$ cat config.mk
export PLATFORM = sky130hd
export DESIGN_NAME = spg_gpio_pin
export DESIGN_NICKNAME = d
export VERILOG_FILES = /design/src/hdl/spg_gpio_pin.v
export VERILOG_INCLUDE_DIRS = /design/src /design/src/hdl
export SDC_FILE = /design/constraint.sdc
export NUM_CORES = 1
export LEC_CHECK = 0
export ABC_CLOCK_PERIOD_IN_PS = 5200
export BUFFER_PORTS_ARGS = -buffer_cell sky130_fd_sc_hd__buf_2
export CAP_MARGIN = 20
export CORE_MARGIN = 2
export CORE_UTILIZATION = 35
export DETAILED_ROUTE_END_ITERATION = 8
export PLACE_DENSITY = 0.49
export SLEW_MARGIN = 20
export SYNTH_ARGS = -nofsm -noshare
export SYNTH_HDL_FRONTEND = slang
export SYNTH_SLANG_ARGS = --single-unit
$ cat constraint.sdc
create_clock -name clk -period 5.2 [get_ports clk]
set_input_delay 1.04 -clock clk [delete_from_list [all_inputs] [get_ports clk]]
set_output_delay 1.04 -clock clk [all_outputs]
set_load 0.1 [all_outputs]
$ cat src/hdl/spg_defs.vh
// Purpose: Constants for the strobe pattern GPIO pin block.
// Assumes: Field positions in Verilog bit order; bit n of the
//          register map (bit 0 = MSB) sits at Verilog bit 31-n.
// Notes:   Definitions only.
`ifndef SPG_DEFS_VH
`define SPG_DEFS_VH

`define SPG_ADDR_W          16
`define SPG_OFF_PAT_CTRL    16'h110c
`define SPG_OFF_PIN_CTRL    16'h1110
`define SPG_OFF_PIN_TIMING  16'h1114
`define SPG_OFF_PAT_MASK    16'h1118

`define SPG_PRESENCE_BIT    31
`define SPG_PERIOD_HI       12
`define SPG_PERIOD_LO       8
`define SPG_COUNT_HI        3
`define SPG_COUNT_LO        0
`define SPG_MODE_HI         19
`define SPG_MODE_LO         16
`define SPG_DATA_HI         15
`define SPG_DATA_LO         0
`define SPG_LEVEL_BIT       0
`define SPG_DELAY_HI        31
`define SPG_DELAY_LO        16
`define SPG_DUR_HI          15
`define SPG_DUR_LO          0
`define SPG_MASK_HI         15
`define SPG_MASK_LO         0

`define SPG_MODE_INPUT      4'h0
`define SPG_MODE_OUTPUT     4'h1
`define SPG_MODE_TRIGGER    4'h2
`define SPG_MODE_STROBE     4'h3
`define SPG_MODE_PWM        4'h4
`define SPG_MODE_OUTPUT_ALT 4'h8

`define SPG_RST_PERIOD      5'h01
`define SPG_RST_MODE        4'h0
`define SPG_RST_DATA        16'h0000
`define SPG_RST_TIMING      32'h0000_0000
`define SPG_RST_MASK        16'hffff

`endif

$ cat src/hdl/spg_gpio_pin.v
// Purpose: One camera GPIO pin with strobe pattern counter.
// Assumes: tick is a one-cycle pulse at the timing-clock rate;
//          all inputs synchronous to clk.
// Notes:   Registers reached by a simple read/write port.
`timescale 1ns/1ps
`default_nettype none
`include "spg_defs.vh"

module spg_gpio_pin (
   input  wire                   clk,
   input  wire                   resetn,
   input  wire                   tick,
   input  wire                   integ_start,
   input  wire                   strobe_ref_trig,
   input  wire [`SPG_ADDR_W-1:0] reg_addr,
   input  wire                   reg_wr,
   input  wire                   reg_rd,
   input  wire [31:0]            reg_wdata,
   output reg  [31:0]            reg_rdata,
   input  wire                   pin_in,
   output reg                    pin_out,
   output reg                    pin_oe,
   output reg                    trig_event
);

   localparam [2:0] ST_IDLE  = 3'b001;
   localparam [2:0] ST_DELAY = 3'b010;
   localparam [2:0] ST_PULSE = 3'b100;

   reg        rst_meta;
   reg        rst_sync_n;
   reg [4:0]  period;
   reg [3:0]  count;
   reg [3:0]  mode;
   reg [15:0] pin_data;
   reg [31:0] timing;
   reg [15:0] mask;
   reg        pin_q;
   reg [2:0]  st;
   reg [15:0] tcnt;
   reg        pwm_high;
   reg [15:0] pwm_cnt;

   wire [15:0] delay_t = timing[`SPG_DELAY_HI:`SPG_DELAY_LO];
   wire [15:0] dur_t   = timing[`SPG_DUR_HI:`SPG_DUR_LO];
   wire        pol     = pin_data[`SPG_LEVEL_BIT];

   // Mode decode; unlisted codes leave the pad undriven
   wire m_in   = (mode == `SPG_MODE_INPUT);
   wire m_trig = (mode == `SPG_MODE_TRIGGER);
   wire m_str  = (mode == `SPG_MODE_STROBE);
   wire m_pwm  = (mode == `SPG_MODE_PWM);
   wire m_out  = (mode == `SPG_MODE_OUTPUT) || (mode == `SPG_MODE_OUTPUT_ALT);

   wire trig_hit = m_trig && (pol ? (pin_in && !pin_q) : (!pin_in && pin_q));

   wire strobe_ref = strobe_ref_trig ? trig_hit : integ_start;

   // Wrap at period minus one, at 15 for periods above 16; zero period treated as one
   wire [4:0] last_cnt = (period == 5'h00) ? 5'h00 : period - 5'h01;
   wire [3:0] next_count = ({1'b0, count} >= last_cnt) ? 4'h0 : count + 4'h1;

   // Mask bit 16 at Verilog bit 15
   wire [15:0] mask_by_count;
   genvar      gi;
   generate
      for (gi = 0; gi < 16; gi = gi + 1) begin : g_mask
         assign mask_by_count[gi] = mask[15 - gi];
      end
   endgenerate

   wire        pat_ok = mask_by_count[count];

   // Exact address match; other addresses ignored
   wire wr_pat  = reg_wr && (reg_addr == `SPG_OFF_PAT_CTRL);
   wire wr_ctrl = reg_wr && (reg_addr == `SPG_OFF_PIN_CTRL);
   wire wr_tim  = reg_wr && (reg_addr == `SPG_OFF_PIN_TIMING);
   wire wr_mask = reg_wr && (reg_addr == `SPG_OFF_PAT_MASK);

   // Reset asserts at once, releases on a clock edge
   always @(posedge clk or negedge resetn) begin
      if (!resetn) begin
         rst_meta   <= 1'b0;
         rst_sync_n <= 1'b0;
      end else begin
         rst_meta   <= 1'b1;
         rst_sync_n <= rst_meta;
      end
   end

   // Pattern period; count bits of the same word are read-only
   always @(posedge clk or negedge rst_sync_n) begin
      if (!rst_sync_n) begin
         period <= `SPG_RST_PERIOD;
      end else begin
         if (wr_pat) begin
            period <= reg_wdata[`SPG_PERIOD_HI:`SPG_PERIOD_LO];
         end
      end
   end

   // Pin function and its data field
   always @(posedge clk or negedge rst_sync_n) begin
      if (!rst_sync_n) begin
         mode     <= `SPG_RST_MODE;
         pin_data <= `SPG_RST_DATA;
      end else begin
         if (wr_ctrl) begin
            mode     <= reg_wdata[`SPG_MODE_HI:`SPG_MODE_LO];
            pin_data <= reg_wdata[`SPG_DATA_HI:`SPG_DATA_LO];
         end
      end
   end

   // Delay and duration, both halves writable
   always @(posedge clk or negedge rst_sync_n) begin
      if (!rst_sync_n) begin
         timing <= `SPG_RST_TIMING;
      end else begin
         if (wr_tim) begin
            timing <= reg_wdata;
         end
      end
   end

   // Pattern mask; presence and reserved bits dropped
   always @(posedge clk or negedge rst_sync_n) begin
      if (!rst_sync_n) begin
         mask <= `SPG_RST_MASK;
      end else begin
         if (wr_mask) begin
            mask <= reg_wdata[`SPG_MASK_HI:`SPG_MASK_LO];
         end
      end
   end

   // Pattern counter
   always @(posedge clk or negedge rst_sync_n) begin
      if (!rst_sync_n) begin
         count <= 4'h0;
      end else begin
         if (strobe_ref) begin
            count <= next_count;
         end
      end
   end

   // Pwm phases; high lasts duration, low lasts delay, in ticks; a zero field and the first low phase last one tick
   always @(posedge clk or negedge rst_sync_n) begin
      if (!rst_sync_n) begin
         pwm_high <= 1'b0;
         pwm_cnt  <= 16'h0000;
      end else if (!m_pwm) begin
         pwm_high <= 1'b0;
         pwm_cnt  <= 16'h0000;
      end else if (tick) begin
         if (pwm_cnt <= 16'h0001) begin
            pwm_high <= !pwm_high;
            pwm_cnt  <= pwm_high ? delay_t : dur_t;
         end else begin
            pwm_cnt <= pwm_cnt - 16'h0001;
         end
      end
   end

   // Strobe timing
   always @(posedge clk or negedge rst_sync_n) begin
      if (!rst_sync_n) begin
         st   <= ST_IDLE;
         tcnt <= 16'h0000;
      end else if (m_pwm) begin
         st <= ST_IDLE;
      end else begin
         case (st)
            ST_IDLE: begin
               // References during a strobe in flight are ignored
               // Gate by pattern mask
               if (m_str && strobe_ref && pat_ok) begin
                  st   <= ST_DELAY;
                  tcnt <= delay_t;
               end
            end
            ST_DELAY: begin
               if (!m_str) begin
                  st <= ST_IDLE;
               end else if (tcnt == 16'h0000) begin
                  st   <= (dur_t == 16'h0000) ? ST_IDLE : ST_PULSE;
                  tcnt <= dur_t;
               end else if (tick) begin
                  tcnt <= tcnt - 16'h0001;
               end
            end
            ST_PULSE: begin
               if (!m_str || (tick && tcnt == 16'h0001)) begin
                  st <= ST_IDLE;
               end
               if (tick) begin
                  tcnt <= tcnt - 16'h0001;
               end
            end
            default: begin
               st <= ST_IDLE;
            end
         endcase
      end
   end

   // Pad sample and trigger pulse
   always @(posedge clk or negedge rst_sync_n) begin
      if (!rst_sync_n) begin
         pin_q      <= 1'b0;
         trig_event <= 1'b0;
      end else begin
         pin_q      <= pin_in;
         trig_event <= trig_hit;
      end
   end

   // Pad drive and enable
   always @(posedge clk or negedge rst_sync_n) begin
      if (!rst_sync_n) begin
         pin_out <= 1'b0;
         pin_oe  <= 1'b0;
      end else begin
         pin_oe <= m_out || m_str || m_pwm;
         if (m_out) begin
            pin_out <= pin_data[`SPG_LEVEL_BIT];
         end else if (m_str) begin
            pin_out <= (st == ST_PULSE) ^ pol;
         end else if (m_pwm) begin
            pin_out <= pwm_high;
         end else begin
            pin_out <= 1'b0;
         end
      end
   end

   // Read data stands one cycle, then returns to zero
   always @(posedge clk or negedge rst_sync_n) begin
      if (!rst_sync_n) begin
         reg_rdata <= 32'h0000_0000;
      end else begin
         reg_rdata <= 32'h0000_0000;
         if (reg_rd) begin
            // Presence bit set in every register except pin timing
            case (reg_addr)
               `SPG_OFF_PAT_CTRL: begin
                  reg_rdata <= {1'b1, 18'h00000, period, 4'h0, count};
               end
               `SPG_OFF_PIN_CTRL: begin
                  reg_rdata <= {1'b1, 11'h000, mode, pin_data[15:1],
                                m_in ? pin_q : pin_data[`SPG_LEVEL_BIT]};
               end
               `SPG_OFF_PIN_TIMING: begin
                  reg_rdata <= timing;
               end
               `SPG_OFF_PAT_MASK: begin
                  reg_rdata <= {1'b1, 15'h0000, mask};
               end
               // Unmapped addresses read as zero
               default: begin
                  reg_rdata <= 32'h0000_0000;
               end
            endcase
         end
      end
   end

endmodule // spg_gpio_pin
`default_nettype wire

==> results.txt <==
* Floorplan Core Area: 21700 µm²
- In the final timing run, aggregate negative setup slack is 0 ns.
* Final layout net count: 843
- Die Ht: 152 µm
- Top achievable clock speed: 0.308 GHz
- Crit path max-delay cell type: and2_1
* Setup Skew: 0.0113 ns
- The path with the worst hold slack has its endpoint at rst_sync_n$_DFF_PN0_.
- Of all cell types, the one taking the most synthesized area is dfrtp_1.
- In this run the worst hold path is classified as flip-flop to flip-flop.
- Counting flops and latches in the post-synthesis netlist gives 151.
- Global routing consumed, over all layers together, 18.7% of the routing resources.
- Clock tree from TritonCTS: yes
- The post-route netlist has 30.2% of its cells at a drive strength greater than 1.
- The final route contains 6016 vias.
* Growth of design area from synthesis to finish: 17.0%
* Clock root buffer: clkbuf_16
- Sorting the synthesized cells by area gives the leading types as dfrtp_1, mux2_2, dfstp_2.
- The wire-length estimate of the detail-placed layout is 15.0 mm.
- The first TritonRoute pass finished after 6 iterations.
- Largest delay share family, worst path: simple AND/OR/NAND/NOR gates
- During I/O placement, the number of pins put on the boundary was 91.
* Resize count post-CTS: 0
- Worst relative slew slack: 35.6%
- Number of global-route vias before repair: 6102
* Net count after synthesis: 766
- Initial antenna violation count: 0
- Most used standard cell by instance count after synthesis: dfrtp_1
- Detailed Route Iter0 Violations: 391
- Max-cap violations in this run came to 0.
* Grt total ovfl: 0
* Crit path launch type: input port
- After synthesis, flip-flops and latches occupy 49.5% of the total area.
- Number of synthesized flops with an enable pin: 0
* Count of standard-cell rows: 54
* Tcrit/Tclk final: 62.4%
- After synthesis the cells add up to 7680 µm².
- Mapped Avg Cell Area: 11.0 µm²
- The number of setup buffers added after CTS is 0.
- Slew at the pin closest to its max-slew limit: 0.964 ns
- After detailed routing, the total wire length is 21.8 mm.
- Setup violations remaining at the end of the flow were counted as 0.
* PnR Total Power: 2.53 mW
- For this run, the number of Yosys warnings is 0.
* Fraction of synthesis flops using an asynchronous set or reset pin: 100%
- Leakage power: 4.15 nW
- Wire length of the first global-routing pass: 34.2 mm
- Worst stage delay on the critical path: 0.67 ns
* CP Capture Type: flip-flop
- In this run the most critical hold path is launched from rst_meta$_DFF_PN0_.
- Once layout is complete, the utilization of the core stands at 41.4%.
- The die covers 23200 µm².
- Buffers inserted to repair hold after CTS numbered 0.
- Register clock-pin slew on the reported worst setup and hold paths: 0.07 ns
- Power spread over the standard cell area amounts to 282 nW/µm².
* Area share of the largest cell type after synthesis: 43.3%
- Arrival time at the worst endpoint: 3.60 ns
* Most frequent cells after synthesis: dfrtp_1, mux2_2, nor2_1
* Critical-path maximum fanout: 17
- The final max-slew violation count was 0.
- Cts bufs inserted: 17
* Clock insertion delay at the later pin of the skew report: 0.43 ns
- Synthesis produced a netlist whose cell count is 698.
* Depth of the CTS H-tree: 4
- The clock net in this run drives a total of 151 sinks.
- Run status: complete, no violations
- Maximum clock path buffer count: 2
- Worst VDD drop: 0.194 mV
- Counting both buffers and inverters, the worst setup path holds a total of 1.
- R2R Path End: tcnt[1]$_DFFE_PN0P_
- Largest net degree at the start of global routing: 150
- Launch instance of the worst register-to-register path: count[0]$_DFFE_PN0P_
- Initial core utilization: 35.4%
* Post-DR vias/cell: 5.63
- Hold Violations, Final: 0
- Walking the worst path, the cells encountered are buf_2 > or4b_1 > nor3_2 > and2_1 > nand2_2 > mux2_1.
* Final RePlAce weighted congestion: 0.836
* Number of buffer cells added on primary ports: 90
* R2R cell count: 6
* Worst Hold Slack: 0.360 ns
* Start point of the critical path: reg_addr[5]
- Horizontal extent of the die: 152 µm
- The worst register-to-register path has a setup slack of 2.07 ns.
- Number of antenna-violating nets in the routed design: 0
- STA puts the critical path data required time at 5.55 ns.
* RSZ-0062 raised after global routing: false
* Min Clock Period, post-route: 3.25 ns
- After detailed routing, the average wire length per cell comes to 20.4 µm.
- Remaining DRCs: 0
- Post-synth top flop: dfrtp_1
* Number of unique standard cell types used by synthesis: 64
- Path type of the worst setup path: input port to flip-flop
- Along the worst hold path, the cell count comes to 0.
[final cells by class]
type | count | area, µm²
Fill cell | 2088 | 12700
Sequential cell | 151 | 3800
Multi-Input combinational cell | 486 | 3620
Timing Repair Buffer | 99 | 531
Clock buffer | 17 | 425
Tap cell | 280 | 350
Clock inverter | 15 | 179
Inverter | 20 | 75.1
Antenna cell | 1 | 2.50
[layout by cell type, fill, tap and decap left out, types with 5 or more instances in the layout]
| cell type | count |
|---|---|
| dfrtp_1 | 132 |
| buf_2 | 90 |
| mux2_2 | 67 |
| nor2_1 | 48 |
| nand2_1 | 35 |
| a21oi_1 | 32 |
| a22oi_1 | 24 |
| nor3_1 | 23 |
| mux2i_1 | 21 |
| o21ai_0 | 21 |
| inv_1 | 20 |
| dfstp_2 | 18 |
| clkbuf_16 | 17 |
| and3_1 | 16 |
| a221oi_1 | 16 |
| o21ai_1 | 16 |
| o31ai_1 | 14 |
| nor2b_1 | 12 |
| nor4_1 | 12 |
| mux2_1 | 12 |
| ha_1 | 12 |
| a222oi_1 | 10 |
| nand3_1 | 9 |
| a22o_1 | 8 |
| buf_4 | 8 |
| nor3b_1 | 7 |
| nand2b_1 | 6 |
| o22ai_1 | 5 |
| a31oi_1 | 5 |
| inv_6 | 5 |
[routing by layer]
metal	wire [µm]	global-route usage (%)
met4	476	5.74
met1	9460	24.7
met5	0	0
met2	10700	31.6
met3	1160	3.44
[cell families after synthesis]
logic type / Yosys count / synth area share (%)
XOR/XNOR: 4 / 0.456
flip-flops: 151 / 49.5
adder cells (fa/ha/maj): 12 / 1.95
buffers and inverters: 61 / 3.66
multiplexers: 103 / 15.2
other: 1 / 0.0488
AND/OR/NAND/NOR: 198 / 14.2
AO/OA/AOI/OAI: 168 / 15.1
[worst max path at each step]
stage               cells after the start              endpoint  slack, ns
floorplan                               0  count[0]$_DFFE_PN0P_       0.71
global placement                        6   mask[5]$_DFFE_PN1P_       1.50
detailed placement                      6   mask[9]$_DFFE_PN1P_       1.52
CTS                                     6   mask[8]$_DFFE_PN1P_       1.95
global route                            7   mask[5]$_DFFE_PN1P_       1.61
finish                                  6   mask[8]$_DFFE_PN1P_       1.95
[metrics by stage]
stage | std cells | instance area (µm²) | setup slack, ns
finish | 1069 | 8990 | 1.95
global route | 1068 | 8980 | 1.61
CTS | 1067 | 8980 | 1.95
detailed placement | 1035 | 8370 | 1.52
global placement | 1035 | 8370 | 1.50
floorplan | 698 | 7680 | 0.713
[registers in the layout, summed over array words and instances, names as in the netlist, 5 cells and up]
register   flops
timing        32
pin_data      16
reg_rdata     32
tcnt          16
period         5
pwm_cnt       16
mask          16
[worst reg2reg max path, stage by stage, from the launching register on]
cell	delay, ns
dfrtp_1	0.63
mux2_2	0.40
a221oi_1	0.30
a21oi_1	0.19
a21oi_2	0.69
or2_1	0.59
o22ai_1	0.18
[power by group]
part,internal [mW],switching [mW]
sequential,1.18,0.00204
combinational,0.0234,0.0500
clock,0.728,0.553
(Power assumes the default switching activity.)
